[config.mk]
export PLATFORM = sky130hd
export DESIGN_NAME = sbl_loader
export DESIGN_NICKNAME = d
export VERILOG_FILES = /design/src/pkg/sbl_pkg.sv /design/src/hdl/sbl_echo.sv /design/src/hdl/sbl_loader.sv /design/src/hdl/sbl_strap.sv
export VERILOG_INCLUDE_DIRS = /design/src /design/src/pkg
export SDC_FILE = /design/constraint.sdc
export NUM_CORES = 1
export LEC_CHECK = 0
export ABC_AREA = 0
export BUFFER_PORTS_ARGS = -buffer_cell sky130_fd_sc_hd__buf_4
export CORE_UTILIZATION = 46
export DETAILED_ROUTE_END_ITERATION = 12
export HOLD_SLACK_MARGIN = 0.03
export PLACE_DENSITY = 0.8
export SYNTH_ARGS = -nofsm -noshare
export SYNTH_HDL_FRONTEND = slang
export SYNTH_SLANG_ARGS = --single-unit
[constraint.sdc]
create_clock -name i_ref_clk -period 2.66 [get_ports i_ref_clk]
set_input_delay 0.399 -clock i_ref_clk [delete_from_list [all_inputs] [get_ports i_ref_clk]]
set_output_delay 0.399 -clock i_ref_clk [all_outputs]
set_load 0.05 [all_outputs]
[src/pkg/sbl_params.svh]
// Purpose: constants of the serial boot loader (offsets, fields, reset values, counts)
// Assumes: included by the package and the loader and strap modules by bare name
// Notes:   BAR, ICR, SCON and SCM values are 16-bit register images; the rest are counts, widths, offsets, bit positions, a divider value and a multiplier
// Behaviour
// boot strap low in reset enables boot
// clock select sampled within 100 clocks
// frequency strap captured during reset
// board drives boot strap firmly, never floating
// boot enabled keeps core halted after reset
// base address image written to zero first
// external mode uses 16x pin clocks
// internal mode tristates both clock pins
// divider image 00d8 or 00a8 by strap
// 32 kHz case divider field is 84
// mode image 013d: uart, rx, tx on
// bytes stored from ram address zero
// every received byte echoed on transmit
// exactly 576 bytes before leaving boot
// host sends 576 bytes, pads with zero
// mode image cleared after final byte
// halt released after uart disabled
// boot re-entered only through system reset
// end state: icr c000, base zero
// no external master during boot
// boot only on serial channel one
// no automatic baud detection during boot
// idle after release until next reset
`ifndef SBL_PARAMS_SVH
`define SBL_PARAMS_SVH

`define SBL_CLKSEL_WIN    100
`define SBL_CLKSEL_CW     7
`define SBL_IMAGE_BYTES   10'd576
`define SBL_RAM_AW        10
`define SBL_PLL_MULT      401
`define SBL_DIV_LSB       1
`define SBL_DIV_MSB       11
`define SBL_DIV_32K       11'd84
`define SBL_BAR_BOOT      16'h0000
`define SBL_BAR_RESET     16'hffff
`define SBL_ICR_BOOT      16'hc000
`define SBL_ICR_RESET     16'h0000
`define SBL_SCON_4M       16'h00d8
`define SBL_SCON_32K      16'h00a8
`define SBL_SCON_RESET    16'h0000
`define SBL_SCM_UART      16'h013d
`define SBL_SCM_RESET     16'h0000
`define SBL_REG_CTRL      8'h00
`define SBL_REG_STATUS    8'h04
`define SBL_REG_SCC       8'h08
`define SBL_REG_SYS       8'h0c
`define SBL_CTRL_HOLD     0
`define SBL_ST_HALT       16
`define SBL_ST_BOOT       17
`define SBL_ST_EXT        18
`define SBL_ST_FREQ       19
`define SBL_ST_DONE       20
`define SBL_ST_CSVALID    21

`endif

[src/pkg/sbl_pkg.sv]
// Purpose: types carried between the loader, its bus, its memory port and the serial channel
// Assumes: sbl_params.svh gives the widths
// Notes:   structs are packed so they can cross module ports whole
`include "sbl_params.svh"
package sbl_pkg;
    typedef struct packed {
        logic        cyc;
        logic        stb;
        logic        we;
        logic [7:0]  adr;
        logic [3:0]  sel;
        logic [31:0] dat;
    } sbl_wb_req_t;

    typedef struct packed {
        logic        ack;
        logic        err;
        logic [31:0] dat;
    } sbl_wb_rsp_t;

    typedef struct packed {
        logic [15:0] bar;
        logic [15:0] interrupt_config_register;
        logic [15:0] scon;
        logic [15:0] serial_mode_register;
        logic        ext_clk;
        logic        clk_pins_hiz;
        logic        autobaud;
    } sbl_scc_cfg_t;

    typedef struct packed {
        logic                   we;
        logic [`SBL_RAM_AW-1:0] addr;
        logic [7:0]             data;
    } sbl_ram_wr_t;
endpackage

[src/hdl/sbl_echo.sv]
// Purpose: one-byte holding register that echoes received characters
// Assumes: load only while o_ready is high
// Notes:   a slow transmitter stalls the receive side through o_ready
`timescale 1ns/1ps
module sbl_echo (
    input  wire logic       i_ref_clk,
    input  wire logic       i_rst_n,
    input  wire logic       i_load,
    input  wire logic [7:0] i_byte,
    output logic            o_ready,
    output logic            o_tx_valid,
    output logic [7:0]      o_tx_data,
    input  wire logic       i_tx_ready
);
    logic       full_ff;
    logic [7:0] data_ff;

    always_ff @(posedge i_ref_clk) begin
        if (!i_rst_n) begin
            full_ff <= 1'b0;
        end else if (i_load) begin
            full_ff <= 1'b1;
        end else if (i_tx_ready) begin
            full_ff <= 1'b0;
        end
    end

    always_ff @(posedge i_ref_clk) begin
        if (!i_rst_n) begin
            data_ff <= 8'h00;
        end else if (i_load) begin
            data_ff <= i_byte;
        end
    end

    assign o_ready    = ~full_ff;
    assign o_tx_valid = full_ff;
    assign o_tx_data  = data_ff;
endmodule

[src/hdl/sbl_loader.sv]
// Purpose: serial boot loader sequencer with a wishbone status port
// Assumes: rx/tx byte streams are the first serial channel's uart, ram is dual-port
// Notes:   configuration images are driven to the serial channel as levels
//
// Register access over Wishbone and the register addresses are this design's own decisions.
`timescale 1ns/1ps
`include "sbl_params.svh"
module sbl_loader (
    input  wire logic                 i_ref_clk,
    input  wire logic                 i_rst_n,
    input  wire logic                 i_boot_strap_pin,
    input  wire logic                 i_boot_clock_select_pin,
    input  wire logic                 i_freq_select_pin,
    input  wire sbl_pkg::sbl_wb_req_t i_wb,
    output sbl_pkg::sbl_wb_rsp_t      o_wb,
    input  wire logic                 i_rx_valid,
    input  wire logic [7:0]           i_rx_data,
    output logic                      o_rx_ready,
    output logic                      o_tx_valid,
    output logic [7:0]                o_tx_data,
    input  wire logic                 i_tx_ready,
    output sbl_pkg::sbl_ram_wr_t      o_ram,
    output sbl_pkg::sbl_scc_cfg_t     o_scc_cfg,
    output logic                      o_core_halt
);
    import sbl_pkg::*;

    // ------------------------------------------------------------
    // types and state
    // ------------------------------------------------------------
    typedef enum logic [3:0] {
        ST_START,
        ST_SET_BAR,
        ST_WAIT_CLKSEL,
        ST_SET_CLK,
        ST_SET_SCM,
        ST_RECV,
        ST_UART_OFF,
        ST_RELEASE,
        ST_IDLE
    } sbl_state_t;

    sbl_state_t              state_ff;
    sbl_scc_cfg_t            cfg_ff;
    sbl_ram_wr_t             ram_ff;
    logic                    halt_ff;
    logic                    done_ff;
    logic                    hold_ff;
    logic [`SBL_RAM_AW-1:0]  cnt_ff;
    logic                    ack_ff;
    logic                    err_ff;
    logic [31:0]             rdat_ff;

    logic                    boot_en;
    logic                    freq_sel;
    logic                    clk_ext;
    logic                    clksel_valid;
    logic                    echo_ready;
    logic                    accept;
    logic                    wb_hit;

    // ------------------------------------------------------------
    // helpers
    // ------------------------------------------------------------
    function automatic logic is_mapped(input logic [7:0] adr);
        is_mapped = (adr == `SBL_REG_CTRL) || (adr == `SBL_REG_STATUS) ||
                    (adr == `SBL_REG_SCC)  || (adr == `SBL_REG_SYS);
    endfunction

    function automatic logic is_last(input logic [`SBL_RAM_AW-1:0] cnt);
        is_last = (cnt == `SBL_IMAGE_BYTES - 1'b1);
    endfunction

    // ------------------------------------------------------------
    // straps and echo
    // ------------------------------------------------------------
    sbl_strap u_strap (
        .i_ref_clk               (i_ref_clk),
        .i_rst_n                 (i_rst_n),
        .i_boot_strap_pin        (i_boot_strap_pin),
        .i_boot_clock_select_pin (i_boot_clock_select_pin),
        .i_freq_select_pin       (i_freq_select_pin),
        .o_boot_en               (boot_en),
        .o_input_freq_select     (freq_sel),
        .o_clk_ext               (clk_ext),
        .o_clksel_valid          (clksel_valid)
    );

    sbl_echo u_echo (
        .i_ref_clk  (i_ref_clk),
        .i_rst_n    (i_rst_n),
        .i_load     (accept),
        .i_byte     (i_rx_data),
        .o_ready    (echo_ready),
        .o_tx_valid (o_tx_valid),
        .o_tx_data  (o_tx_data),
        .i_tx_ready (i_tx_ready)
    );

    // only channel one feeds the loader; a busy echo stalls reception
    assign o_rx_ready = (state_ff == ST_RECV) && echo_ready && !hold_ff;
    assign accept     = o_rx_ready && i_rx_valid;

    // ------------------------------------------------------------
    // sequencer
    // ------------------------------------------------------------
    always_ff @(posedge i_ref_clk) begin
        if (!i_rst_n) begin
            state_ff <= ST_START;
        end else begin
            case (state_ff)
                ST_START: begin
                    state_ff <= boot_en ? ST_SET_BAR : ST_IDLE;
                end
                ST_SET_BAR: begin
                    state_ff <= ST_WAIT_CLKSEL;
                end
                ST_WAIT_CLKSEL: begin
                    if (clksel_valid) begin
                        state_ff <= ST_SET_CLK;
                    end
                end
                ST_SET_CLK: begin
                    state_ff <= ST_SET_SCM;
                end
                ST_SET_SCM: begin
                    state_ff <= ST_RECV;
                end
                ST_RECV: begin
                    if (accept && is_last(cnt_ff)) begin
                        state_ff <= ST_UART_OFF;
                    end
                end
                ST_UART_OFF: begin
                    state_ff <= ST_RELEASE;
                end
                ST_RELEASE: begin
                    state_ff <= ST_IDLE;
                end
                ST_IDLE: begin
                    state_ff <= ST_IDLE;
                end
                default: begin
                    state_ff <= ST_IDLE;
                end
            endcase
        end
    end

    // held through reset; with boot enabled stays up until the image is in and the uart is off
    always_ff @(posedge i_ref_clk) begin
        if (!i_rst_n) begin
            halt_ff <= 1'b1;
        end else if ((state_ff == ST_START && !boot_en) || state_ff == ST_RELEASE) begin
            halt_ff <= 1'b0;
        end
    end

    always_ff @(posedge i_ref_clk) begin
        if (!i_rst_n) begin
            done_ff <= 1'b0;
        end else if (state_ff == ST_RELEASE) begin
            done_ff <= 1'b1;
        end
    end

    // ------------------------------------------------------------
    // serial channel configuration images
    // ------------------------------------------------------------
    always_ff @(posedge i_ref_clk) begin
        if (!i_rst_n) begin
            cfg_ff.bar          <= `SBL_BAR_RESET;
            cfg_ff.interrupt_config_register          <= `SBL_ICR_RESET;
            cfg_ff.scon         <= `SBL_SCON_RESET;
            cfg_ff.serial_mode_register          <= `SBL_SCM_RESET;
            cfg_ff.ext_clk      <= 1'b0;
            cfg_ff.clk_pins_hiz <= 1'b0;
            cfg_ff.autobaud     <= 1'b0;
        end else begin
            cfg_ff.autobaud <= 1'b0;
            case (state_ff)
                ST_SET_BAR: begin
                    cfg_ff.bar <= `SBL_BAR_BOOT;
                end
                ST_SET_CLK: begin
                    cfg_ff.ext_clk      <= clk_ext;
                    cfg_ff.clk_pins_hiz <= ~clk_ext;
                    if (!clk_ext) begin
                        // divider bits are don't-care with pin clocks
                        cfg_ff.scon <= freq_sel ? `SBL_SCON_32K : `SBL_SCON_4M;
                    end
                end
                ST_SET_SCM: begin
                    cfg_ff.serial_mode_register <= `SBL_SCM_UART;
                    cfg_ff.interrupt_config_register <= `SBL_ICR_BOOT;
                end
                ST_UART_OFF: begin
                    cfg_ff.serial_mode_register <= `SBL_SCM_RESET;
                end
                default: begin
                    cfg_ff.serial_mode_register <= cfg_ff.serial_mode_register;
                end
            endcase
        end
    end

    // ------------------------------------------------------------
    // image store: no error check, bytes land as they arrive
    // ------------------------------------------------------------
    always_ff @(posedge i_ref_clk) begin
        if (!i_rst_n) begin
            cnt_ff <= '0;
        end else if (accept) begin
            cnt_ff <= cnt_ff + 1'b1;
        end
    end

    always_ff @(posedge i_ref_clk) begin
        if (!i_rst_n) begin
            ram_ff <= '0;
        end else begin
            ram_ff.we <= accept;
            if (accept) begin
                ram_ff.addr <= cnt_ff;
                ram_ff.data <= i_rx_data;
            end
        end
    end

    // ------------------------------------------------------------
    // wishbone slave: one wait state, err on unmapped address
    // ------------------------------------------------------------
    assign wb_hit = i_wb.cyc && i_wb.stb && !ack_ff && !err_ff;

    always_ff @(posedge i_ref_clk) begin
        if (!i_rst_n) begin
            ack_ff <= 1'b0;
            err_ff <= 1'b0;
        end else begin
            ack_ff <= wb_hit && is_mapped(i_wb.adr);
            err_ff <= wb_hit && !is_mapped(i_wb.adr);
        end
    end

    // hold is a debug throttle: reception pauses but nothing is dropped
    always_ff @(posedge i_ref_clk) begin
        if (!i_rst_n) begin
            hold_ff <= 1'b0;
        end else if (wb_hit && i_wb.we && i_wb.sel[0] && i_wb.adr == `SBL_REG_CTRL) begin
            hold_ff <= i_wb.dat[`SBL_CTRL_HOLD];
        end
    end

    always_ff @(posedge i_ref_clk) begin
        if (!i_rst_n) begin
            rdat_ff <= 32'h0000_0000;
        end else if (wb_hit) begin
            case (i_wb.adr)
                `SBL_REG_CTRL: begin
                    rdat_ff <= {31'h0000_0000, hold_ff};
                end
                `SBL_REG_STATUS: begin
                    rdat_ff <= {10'h000, clksel_valid, done_ff, freq_sel, clk_ext,
                                boot_en, halt_ff, 6'h00, cnt_ff};
                end
                `SBL_REG_SCC: begin
                    rdat_ff <= {cfg_ff.serial_mode_register, cfg_ff.scon};
                end
                `SBL_REG_SYS: begin
                    rdat_ff <= {cfg_ff.interrupt_config_register, cfg_ff.bar};
                end
                default: begin
                    rdat_ff <= 32'h0000_0000;
                end
            endcase
        end
    end

    assign o_wb.ack    = ack_ff;
    assign o_wb.err    = err_ff;
    assign o_wb.dat    = rdat_ff;
    assign o_ram       = ram_ff;
    assign o_scc_cfg   = cfg_ff;
    assign o_core_halt = halt_ff;
endmodule

[src/hdl/sbl_strap.sv]
// Purpose: capture of the three boot straps
// Assumes: system reset is i_rst_n low, synchronous
// Notes:   clock select is taken after release, the other two only in reset
`timescale 1ns/1ps
`include "sbl_params.svh"
module sbl_strap (
    input  wire logic i_ref_clk,
    input  wire logic i_rst_n,
    input  wire logic i_boot_strap_pin,
    input  wire logic i_boot_clock_select_pin,
    input  wire logic i_freq_select_pin,
    output logic      o_boot_en,
    output logic      o_input_freq_select,
    output logic      o_clk_ext,
    output logic      o_clksel_valid
);
    logic                        boot_en_ff;
    logic                        freq_ff;
    logic                        ext_ff;
    logic                        valid_ff;
    logic [`SBL_CLKSEL_CW-1:0]   cnt_ff;

    // reset is synchronous, so the pin level is a clocked capture here
    always_ff @(posedge i_ref_clk) begin
        if (!i_rst_n) begin
            boot_en_ff <= ~i_boot_strap_pin;
            freq_ff    <= i_freq_select_pin;
        end
    end

    always_ff @(posedge i_ref_clk) begin
        if (!i_rst_n) begin
            cnt_ff   <= '0;
            valid_ff <= 1'b0;
            ext_ff   <= 1'b0;
        end else if (!valid_ff) begin
            cnt_ff <= cnt_ff + 1'b1;
            if (cnt_ff == `SBL_CLKSEL_CW'(`SBL_CLKSEL_WIN - 1)) begin
                ext_ff   <= i_boot_clock_select_pin;
                valid_ff <= 1'b1;
            end
        end
    end

    assign o_boot_en           = boot_en_ff;
    assign o_input_freq_select = freq_ff;
    assign o_clk_ext           = ext_ff;
    assign o_clksel_valid      = valid_ff;
endmodule

==> qor.yml, run 1 <==
htreeDepth: 3
route.detailed.drc: 0
fin_crit_sh_pct: 76.3
antenna_found_initial: 0
regToRegSetupSlack_ns: 0.70
num_rows: 32
max_freq_mhz: 493
dp_slack_ns: 0.293
placedCellCount: 607
yosysUniqueCellTypes: 48
cts_tree: "built"
worstPathRequired_ns: 2.89
p_per_area_nw_per_um2: 601
cts_buffers: 9
crit_path_start_kind: "input pin"
end_kind: "flop"
grt_pass1_wl_um: 13100
setup_ws_ns: 0.631
synth_cells: 448
ys.flop_type: "dfxtp_1"
synth.area.top_cells: "dfxtp_1 40%, buf_4 16%, a21oi_1 6.5%"
relSlewSlack_pct: 50.0
worstSkewPairLatency_ns: 0.34
skew_ns: 0.00823
setup_tns_ns: 0
fin_area_um2: 4490
cts_buffer_depth: 2
area_delta_synth_final_pct: 19.6
post_cts.repair.setup_buffers: 0
final-hold-violation-count: 0
core_area_um2: 7810
fin_crit_ns: 2.03
maxCapViolCount: 0
peakVddDrop_mv: 0.298
crit_fanout: 7
hold_path.class: "input pin to flop"
root_buffer: "clkbuf_8"
dp_hpwl_um: 5780
final_common_cell: "buf_4"
io_pins: 193
gp_congestion: 0.829
synth_top_area_cell: "dfxtp_1"
grt_usage_pct: 19.3
synth_edf_count: 2
critPathSlowestCell: "or4_1"
firstDrtPassIters: 4
status: "completed"
synth.avg_cell_area_um2: 8.38
clock-sinks: 77
synthSimpleGateAreaFrac_pct: 19.9
grt_max_degree: 38
drive_gt1_share_pct: 29.0
die_w_um: 92.3
rsz0062_at_grt: "false"
avgRoutedWirePerCell_um: 13.0
crit_chain: "buf_4 > or4_1 > or3_1 > or4_4 > mux2i_1"
cts-resized-gates: 0
cpPeakStageDelay_ns: 0.67
worstSetupPathType: "input pin to flop"
muxShareOfSynthArea_pct: 3.13
grt_overflow_total: 0
nets: 580
yosysSeqAreaShare_pct: 41.6
layout_common_cells: "123 x buf_4, 75 x dfxtp_1, 61 x nand2_1, 49 x a21oi_1, 43 x conb_1"
port-buffer-count: 115
ys_warn_count: 0
dr_total_vias: 3107
synth_seq_cells: 77
placed_cell_area_um2: 4250
synth_xor_area_share_pct: 3.27
clk_pin_slew_ns: 0.08
start_util_pct: 48.1
first_global_vias: 2734
synth_compound_area_share_pct: 11.6
diodes: 0
routed_wl_um: 8090
ant_nets: 0
hold_buffers: 0
arrival_ns: 2.26
die_y_um: 92.3
die_area_um2: 8520
mappedNetlistArea_um2: 3750
synthAdderAreaFrac_pct: 0.667
setup_viol: 0
synth_top_family_by_area: "simple AND/OR/NAND/NOR gates"
initialDrtViolationCount: 141
p_leak_nw: 1.92
worstMarginPinSlew_ns: 0.750
fin_cells: 623
via_per_inst: 4.99
synth_top_area_share_pct: 40.0
final_max_slew_viol_count: 0
async_reset_ff_share_pct: 0
registers in the layout, indices dropped and copies added, names as in the netlist:
| signal | flops |
|---|---|
| ack_ff | 1 |
| u_echo.o_tx_data | 8 |
| rdat_ff | 19 |
| state_ff | 4 |
| u_strap.o_clk_ext | 1 |
| o_core_halt | 1 |
| hold_ff | 1 |
| o_scc_cfg | 8 |
| u_strap.cnt_ff | 7 |
| cnt_ff | 10 |
| o_ram | 11 |
| u_strap.o_input_freq_select | 1 |
| err_ff | 1 |
| u_echo.o_tx_valid | 1 |
| u_strap.o_boot_en | 1 |
| done_ff | 1 |
| u_strap.o_clksel_valid | 1 |
metrics by stage:
step / power (W) / hold WS, ns / utilization (%)
floorplan: 0.00170 / 0.436 / -
CTS: 0.00272 / 0.218 / 57.5
finish: 0.00270 / 0.235 / 57.5
global route: 0.00280 / 0.209 / 57.5
global placement: 0.00171 / 0.446 / 54.4
detailed placement: 0.00172 / 0.448 / 54.4
critical path: cells and delay by family:
kind / cells / cell delay (ns)
buf+inv: 1 / 0.10
simple gates: 3 / 1.63
mux: 1 / 0.13
final timing paths:
kind,start,end,depth (start not counted)
worst max-delay path,i_wb[41],hold_ff,5
worst max register to register,state_ff[2],cnt_ff[3],4
worst min register to register,o_ram[9],o_ram[9],2
worst min-delay path,i_freq_select_pin,u_strap.o_input_freq_select,1
final cells by class:
| class | count | area, um^2 |
|---|---|---|
| well taps | 102 | 128 |
| multi-input cells | 299 | 1620 |
| clock buffers | 14 | 204 |
| flip-flops and latches | 77 | 1560 |
| clock inverters | 2 | 35.0 |
| repair buffers | 123 | 923 |
| inverters | 6 | 22.5 |
| fillers | 705 | 3320 |
power breakdown:
group	total (W)	switching [W]	leakage [nW]	internal (W)
Sequential	0.00122	0.0000427	0.625	0.00118
Combinational	0.000473	0.000357	1.17	0.000116
Clock	0.00100	0.000413	0.124	0.000592
Total	0.00270	0.000813	1.92	0.00189
cells by family (layout without fill, tap and decap cells):
| kind of cell | Yosys count | count (layout) |
|---|---|---|
| adder cells (fa/ha/maj) | 2 | 2 |
| multiplexers | 11 | 11 |
| AND/OR/NAND/NOR | 152 | 152 |
| other | 1 | 43 |
| buffers and inverters | 114 | 145 |
| flip-flops | 77 | 77 |
| AO/OA/AOI/OAI | 77 | 77 |
| XOR/XNOR | 14 | 14 |
synthesized netlist by cell type, types with 5 or more instances:
| cell | n |
|---|---|
| a22oi_1 | 7 |
| or3_1 | 5 |
| nor3_1 | 5 |
| xor2_1 | 10 |
| mux2i_1 | 5 |
| nor4_1 | 6 |
| nor2_1 | 35 |
| dfxtp_1 | 75 |
| buf_4 | 82 |
| a21oi_1 | 49 |
| inv_1 | 5 |
| nand4_1 | 5 |
| clkbuf_1 | 23 |
| nand2b_1 | 6 |
| mux2_2 | 6 |
| nand2_1 | 61 |
| o21ai_0 | 10 |
layer usage:
| layer | GRT usage, % | share of wire, % | up-vias |
|---|---|---|---|
| met1 | 23.6 | 42 | 1462 |
| met2 | 33.1 | 50 | 121 |
| met4 | 5.60 | 1.2 | 0 |
| li1 | - | - | 1516 |
| met3 | 4.93 | 6.9 | 8 |
| met5 | 0 | 0 | - |
(Power assumes the default switching activity.)
==> run 2: changes to the inputs <==
--- a/config.mk
+++ b/config.mk
@@ -6,12 +6,12 @@
 export SDC_FILE = /design/constraint.sdc
 export NUM_CORES = 1
 export LEC_CHECK = 0
-export ABC_AREA = 0
+export ABC_AREA = 1
 export BUFFER_PORTS_ARGS = -buffer_cell sky130_fd_sc_hd__buf_4
 export CORE_UTILIZATION = 46
 export DETAILED_ROUTE_END_ITERATION = 12
 export HOLD_SLACK_MARGIN = 0.03
-export PLACE_DENSITY = 0.8
+export PLACE_DENSITY = 0.79
 export SYNTH_ARGS = -nofsm -noshare
 export SYNTH_HDL_FRONTEND = slang
 export SYNTH_SLANG_ARGS = --single-unit
==> constraint.sdc (replaced) <==
create_clock -name i_ref_clk -period 1.9 [get_ports i_ref_clk]
set_input_delay 0.285 -clock i_ref_clk [delete_from_list [all_inputs] [get_ports i_ref_clk]]
set_output_delay 0.285 -clock i_ref_clk [all_outputs]
set_load 0.05 [all_outputs]
==> qor.yml, run 2 <==
routed_wl_um: 8660  # was 8090 um
initialDrtViolationCount: 114  # was 141
synth_cells: 538  # was 448
grt_max_degree: 38  # unchanged
dr_total_vias: 3430  # was 3107
first_global_vias: 2949  # was 2734
yosysUniqueCellTypes: 32  # was 48
status: "completed"  # unchanged
max_freq_mhz: 565
worstSkewPairLatency_ns: 0.35  # was 0.34 ns
area_delta_synth_final_pct: 18.4  # was 19.6%
top_layer: "met4"  # unchanged
cts_buffer_depth: 2  # unchanged
final_max_slew_viol_count: 0  # unchanged
fin_crit_sh_pct: 93.2
clk_pin_slew_ns: 0.08  # about the same
r2r-start: "state_ff[0]"  # was state_ff[2]
setup_viol: 0  # unchanged
ys.flop_type: "dfxtp_1"  # unchanged
wl_met1_um: 3830  # was 3400 um
async_reset_ff_share_pct: 0  # unchanged
fin_total_pwr_w: 0.00390  # was 0.00270 W
via_per_inst: 4.74  # was 4.99
cts-resized-gates: 0  # unchanged
num_rows: 33  # was 32
layout_common_cells: "121 x buf_4, 120 x nand2_1, 75 x dfxtp_1, 64 x nor2_1, 48 x a21oi_1"  # was 123 x buf_4, 75 x dfxtp_1, 61 x nand2_1, 49 x a21oi_1, 43 x conb_1
synth_top_area_cell: "dfxtp_1"  # unchanged
cts_buffers: 9  # unchanged
nets: 678  # was 580
fillers: 774  # was 705
largest_register: "rdat_ff"  # unchanged
antenna_found_initial: 0  # unchanged
die_w_um: 94.1  # was 92.3 um
htreeDepth: 3  # unchanged
r2r_cells: 8  # was 4
crit_chain: "inv_1 > nor2_1 > nand3_2 > inv_1 > buf_4"  # was buf_4 > or4_1 > or3_1 > or4_4 > mux2i_1
final_common_cell: "buf_4"  # unchanged
diodes: 0  # unchanged
clock-sinks: 77  # unchanged
crit_buf_inv: 3  # was 1
ant_nets: 0  # unchanged
whs_path_depth: 1  # unchanged
synth.area.top_cells: "dfxtp_1 38%, buf_4 16%, nand2_1 12%"  # was dfxtp_1 40%, buf_4 16%, a21oi_1 6.5%
met2_length_um: 4070  # was 4030 um
largest_register_ffs: 19  # unchanged
worstPathRequired_ns: 1.62  # was 2.89 ns
setup_ws_ns: 0.129  # was 0.631 ns
core_area_um2: 8220  # was 7810 um^2
relSlewSlack_pct: 59.1  # was 50.0%
die_y_um: 94.1  # was 92.3 um
grt_usage_pct: 19.8  # was 19.3%
hold_buffers: 0  # unchanged
rsz0062_at_grt: "false"  # unchanged
drive_gt1_share_pct: 24.6  # was 29.0%
end_kind: "primary output"  # was flop
crit_fanout: 4  # was 7
hold-worst-slack_ns: 0.107  # was 0.235 ns
cpLargestDelayFamily: "buffers and inverters"  # was simple AND/OR/NAND/NOR gates
worstSetupPathType: "flop to primary output"  # was input pin to flop
post_cts.repair.setup_buffers: 0  # unchanged
regToRegSetupSlack_ns: 0.20  # was 0.70 ns
r2r-end: "cnt_ff[6]"  # was cnt_ff[3]
avgRoutedWirePerCell_um: 12.0  # was 13.0 um
gp_congestion: 0.854  # was 0.829
final-hold-violation-count: 0  # unchanged
worstMarginPinSlew_ns: 0.613  # was 0.750 ns
synth_most_common_cell: "nand2_1"  # was buf_4
maxCapViolCount: 0  # unchanged
port-buffer-count: 115  # unchanged
ys_warn_count: 0  # unchanged
critPathSlowestCell: "dfxtp_1"  # was or4_1
fin_util_pct: 56.3  # was 57.5%
min_from: "i_freq_select_pin"  # unchanged
cpPeakStageDelay_ns: 0.36  # was 0.67 ns
synth_seq_cells: 77  # unchanged
io_pins: 193  # unchanged
dp_slack_ns: 0.229  # was 0.293 ns
yosysSeqAreaShare_pct: 40.0  # was 41.6%
skew_ns: 0.00813  # was 0.00823 ns
die_area_um2: 8860  # was 8520 um^2
critPathMostFrequentCell: "inv_1"
synthTopCellsByCount: "120 x nand2_1, 82 x buf_4, 75 x dfxtp_1, 64 x nor2_1, 48 x a21oi_1"  # was 82 x buf_4, 75 x dfxtp_1, 61 x nand2_1, 49 x a21oi_1, 35 x nor2_1
p_per_area_nw_per_um2: 843  # was 601 nW/um^2
grt_pass1_wl_um: 13700  # was 13100 um
crit_path_start_kind: "flop"  # was input pin
start_util_pct: 47.5  # was 48.1%
root_buffer: "clkbuf_8"  # unchanged
whs_endpoint: "u_strap.o_input_freq_select"  # unchanged
cts_tree: "built"  # unchanged
peakVddDrop_mv: 0.421  # was 0.298 mV
fin_crit_ns: 1.77
setup_tns_ns: 0  # unchanged
mappedNetlistArea_um2: 3900  # was 3750 um^2
route.detailed.drc: 0  # unchanged
multi_input_area_um2: 1620  # about the same
dp_hpwl_um: 6270  # was 5780 um
grt_overflow_total: 0  # unchanged
p_leak_nw: 2.20  # was 1.92 nW
synth_edf_count: 2  # unchanged
ff_latch_area_um2: 1560  # unchanged
arrival_ns: 1.49  # was 2.26 ns
firstDrtPassIters: 5  # was 4
hold_path.class: "input pin to flop"  # unchanged
synth_top_area_share_pct: 38.5  # was 40.0%
route.met3.wl_um: 647  # was 562 um
synth.avg_cell_area_um2: 7.26  # was 8.38 um^2
==> run 2: cell count changes in the layout (fill, tap and decap cells not counted), sizes merged, moves of 5 or more <==
| cell | before | now |
|---|---|---|
| a22oi | 7 | 0 |
| o21ai | 10 | 30 |
| or3 | 5 | 0 |
| nand2 | 61 | 121 |
| xor2 | 10 | 1 |
| mux2i | 5 | 0 |
| nor4 | 7 | 1 |
| nand3 | 4 | 32 |
| nor2 | 35 | 68 |
| nand2b | 6 | 0 |
| inv | 6 | 42 |
| mux2 | 6 | 0 |
==> run 2: cells by family after synthesis <==
group	count (synthesis)	synth area share (%)
buffers and inverters	141	22.6
AND/OR/NAND/NOR	232	25.1
XOR/XNOR	1	0.224
other	1	0.0961
adder cells (fa/ha/maj)	2	0.641
flip-flops	77	40.0
AO/OA/AOI/OAI	84	11.4
==> run 2: worst max path at each step <==
| stage | start | cells past startpoint | endpoint | slack (ns) |
|---|---|---|---|---|
| after CTS | state_ff[0] | 5 | o_rx_ready | 0.15 |
| after global routing | state_ff[0] | 5 | o_rx_ready | 0.05 |
| final | state_ff[0] | 5 | o_rx_ready | 0.13 |
| after global placement | state_ff[2] | 8 | cnt_ff[6] | 0.31 |
| after detailed placement | state_ff[0] | 8 | cnt_ff[6] | 0.23 |
| after floorplan | o_scc_cfg[65] | 1 | o_scc_cfg[52] | 0.39 |
==> run 2: where the power goes <==
| part | internal (W) | switching [W] | total (W) |
|---|---|---|---|
| clock | 0.000773 | 0.000620 | 0.00139 |
| combinational | 0.000184 | 0.000611 | 0.000795 |
| sequential | 0.00166 | 0.0000493 | 0.00171 |
| total | 0.00262 | 0.00128 | 0.00390 |
==> run 2: area by class of cell <==
type | instances | area share, %
Clock buffer | 10 | 2.98
Clock inverter | 6 | 1.87
Inverter | 42 | 3.41
Multi-Input combinational cell | 362 | 35.0
Sequential cell | 77 | 33.8
Tap cell | 105 | 2.84
Timing Repair Buffer | 122 | 20.1
==> run 2: stage by stage <==
stage | area, um^2 | instances
3_5_place_dp | 4400 | 708
5_1_grt | 4620 | 724
2_1_floorplan | 4060 | 580
3_3_place_gp | 4400 | 708
4_1_cts | 4620 | 724
6_report | 4620 | 724
==> run 2: per-layer routing <==
metal  track usage (%)  vias to the layer above
li1                  -                     1740
met1              24.5                     1528
met2              33.5                      151
met3              4.69                       11
met4              7.18                        0
met5                 0                        -
==> run 3: changes to the inputs <==
--- a/config.mk
+++ b/config.mk
@@ -8,6 +8,7 @@
 export LEC_CHECK = 0
 export ABC_AREA = 1
 export BUFFER_PORTS_ARGS = -buffer_cell sky130_fd_sc_hd__buf_4
+export CAP_MARGIN = 20
 export CORE_UTILIZATION = 46
 export DETAILED_ROUTE_END_ITERATION = 12
 export HOLD_SLACK_MARGIN = 0.03
==> constraint.sdc (replaced) <==
create_clock -name i_ref_clk -period 1.7 [get_ports i_ref_clk]
set_input_delay 0.255 -clock i_ref_clk [delete_from_list [all_inputs] [get_ports i_ref_clk]]
set_output_delay 0.255 -clock i_ref_clk [all_outputs]
set_load 0.05 [all_outputs]
==> qor.yml, run 3 (synthesized netlist as in run 2, its figures left out) <==
post_cts.repair.setup_buffers: 0  # unchanged
grt_usage_pct: 19.8  # about the same
worstSetupPathType: "flop to primary output"  # unchanged
pwr-share-clk_pct: 35.5  # was 35.8%
critPathMostFrequentCell: "inv_1"  # unchanged
grt_overflow_total: 0  # unchanged
end_kind: "primary output"  # unchanged
grt_max_degree: 41  # was 38
core_area_um2: 8220  # unchanged
cpLargestDelayFamily: "buffers and inverters"  # unchanged
first_global_vias: 3058  # was 2949
grt_pass1_wl_um: 13800  # was 13700 um
placed_cell_area_um2: 4430  # was 4400 um^2
clock-sinks: 77  # unchanged
fin_util_pct: 56.7  # was 56.3%
avgRoutedWirePerCell_um: 11.8  # was 12.0 um
layout_common_cells: "121 x buf_4, 120 x nand2_1, 75 x dfxtp_1, 63 x nor2_1, 48 x a21oi_1"  # was 121 x buf_4, 120 x nand2_1, 75 x dfxtp_1, 64 x nor2_1, 48 x a21oi_1
fillers: 764  # was 774
p_comb_share_pct: 21.0  # was 20.4%
crit_path_start_kind: "flop"  # unchanged
initialDrtViolationCount: 157  # was 114
fin_total_pwr_w: 0.00436  # was 0.00390 W
die_area_um2: 8860  # unchanged
crit_buf_inv: 3  # unchanged
critPathSlowestCell: "dfxtp_1"  # unchanged
area_delta_synth_final_pct: 19.4  # was 18.4%
cts_tree: "built"  # unchanged
maxCapViolCount: 0  # unchanged
ant_nets: 0  # unchanged
num_rows: 33  # unchanged
largest_register: "rdat_ff"  # unchanged
gp_congestion: 0.915  # was 0.854
worstSkewPairLatency_ns: 0.35  # about the same
routed_wl_um: 8550  # was 8660 um
cpPeakStageDelay_ns: 0.36  # about the same
diodes: 0  # unchanged
p_sw_share_pct: 31.8  # was 32.9%
internal_power_w: 0.00297  # was 0.00262 W
dr_total_vias: 3433  # was 3430
skew_ns: 0.00674  # was 0.00813 ns
drive_gt1_share_pct: 24.8  # was 24.6%
status: "completed"  # unchanged
max_freq_mhz: 619
final_max_slew_viol_count: 0  # unchanged
final-hold-violation-count: 0  # unchanged
peakVddDrop_mv: 0.465  # was 0.421 mV
nets: 680  # was 678
worstPathRequired_ns: 1.44  # was 1.62 ns
p_per_area_nw_per_um2: 935  # was 843 nW/um^2
power.switching_w: 0.00138  # was 0.00128 W
arrival_ns: 1.36  # was 1.49 ns
p_seq_share_pct: 43.5  # was 43.8%
setup_viol: 0  # unchanged
cts_buffers: 9  # unchanged
crit_fanout: 4  # unchanged
start_util_pct: 47.5  # unchanged
io_pins: 193  # unchanged
die_w_um: 94.1  # unchanged
crit_chain: "inv_1 > nor2_2 > nand3_2 > inv_1 > buf_6"  # was inv_1 > nor2_1 > nand3_2 > inv_1 > buf_4
port-buffer-count: 115  # unchanged
setup_tns_ns: 0  # unchanged
fin_crit_ns: 1.62
htreeDepth: 3  # unchanged
fin_crit_sh_pct: 95.0
antenna_found_initial: 0  # unchanged
firstDrtPassIters: 4  # was 5
via_per_inst: 4.73  # was 4.74
cts_buffer_depth: 2  # unchanged
p_leak_nw: 2.22  # was 2.20 nW
route.detailed.drc: 0  # unchanged
final_common_cell: "buf_4"  # unchanged
die_y_um: 94.1  # unchanged
hold_path.class: "input pin to flop"  # unchanged
dp_hpwl_um: 6320  # was 6270 um
rsz0062_at_grt: "false"  # unchanged
largest_register_ffs: 19  # unchanged
clk_pin_slew_ns: 0.08  # about the same
root_buffer: "clkbuf_8"  # unchanged
fin_area_um2: 4660  # was 4620 um^2
## run 3: cell types whose count changed in the layout (fill, tap and decap cells not counted)
cell	delta
clkbuf_8	+1
nor2_4	+1
buf_12	+1
clkbuf_1	+1
nor2_1	-1
clkinvlp_4	-1
buf_6	+1
clkinv_4	-1
## run 3: final timing paths
kind	start	to	slack (ns)	cells after the start
max	state_ff[0]	o_rx_ready	0.08	5
max reg2reg	state_ff[0]	cnt_ff[1]	0.16	7
min reg2reg	o_scc_cfg[65]	o_scc_cfg[65]	0.45	2
min	i_freq_select_pin	u_strap.o_input_freq_select	0.08	1
## run 3: repair_timing
item / 4_1_cts / 5_1_grt
hold buffers: 0 / 0
resized for setup: 0 / 3
endpoints found under the setup margin: 0 / 2
## run 3: routing by layer
metal | track usage (%) | part of all wire, % | vias to the layer above
met2 | 34.2 | 48 | 154
met5 | 0 | 0 | -
met1 | 23.2 | 42 | 1523
met4 | 6.41 | 1.7 | 0
met3 | 5.83 | 8.2 | 15
li1 | - | - | 1741
## run 3: power groups by stage
| stage | Clock, W | Sequential, W | Combinational (W) |
|---|---|---|---|
| final | 0.00155 | 0.00190 | 0.000917 |
| after CTS | 0.00157 | 0.00189 | 0.000916 |
| after global placement | 0 | 0.00193 | 0.000908 |
| after floorplan | 0 | 0.00200 | 0.000776 |
| after detailed placement | 0 | 0.00193 | 0.000914 |
| after global routing | 0.00166 | 0.00190 | 0.000977 |
## run 3: worst reg2reg max path, stage by stage, from the launching register on
cell and delay [ns]:
dfxtp_1 0.36, inv_1 0.10, nor2_2 0.12, nand3_2 0.14
nor2_8 0.22, inv_2 0.20, o21ai_0 0.22, a21oi_1 0.06
## run 3: metrics by stage
| stage | setup slack [ns] | hold WS (ns) | instances |
|---|---|---|---|
| floorplan | 0.196 | 0.354 | 580 |
| global placement | 0.198 | 0.433 | 710 |
| detailed placement | 0.128 | 0.435 | 710 |
| CTS | 0.0158 | 0.0709 | 726 |
| global route | 0.00177 | 0.0711 | 726 |
| finish | 0.0846 | 0.0794 | 726 |
## run 3: cell type report
cell class | instances | area (um^2) | area share (%)
clock buffer | 12 | 155 | 3.33
timing repair buffer | 124 | 960 | 20.6
tap | 105 | 131 | 2.82
inverter | 42 | 158 | 3.38
sequential | 77 | 1560 | 33.5
clock inverter | 4 | 70.1 | 1.50
multi-input combinational | 362 | 1630 | 34.9
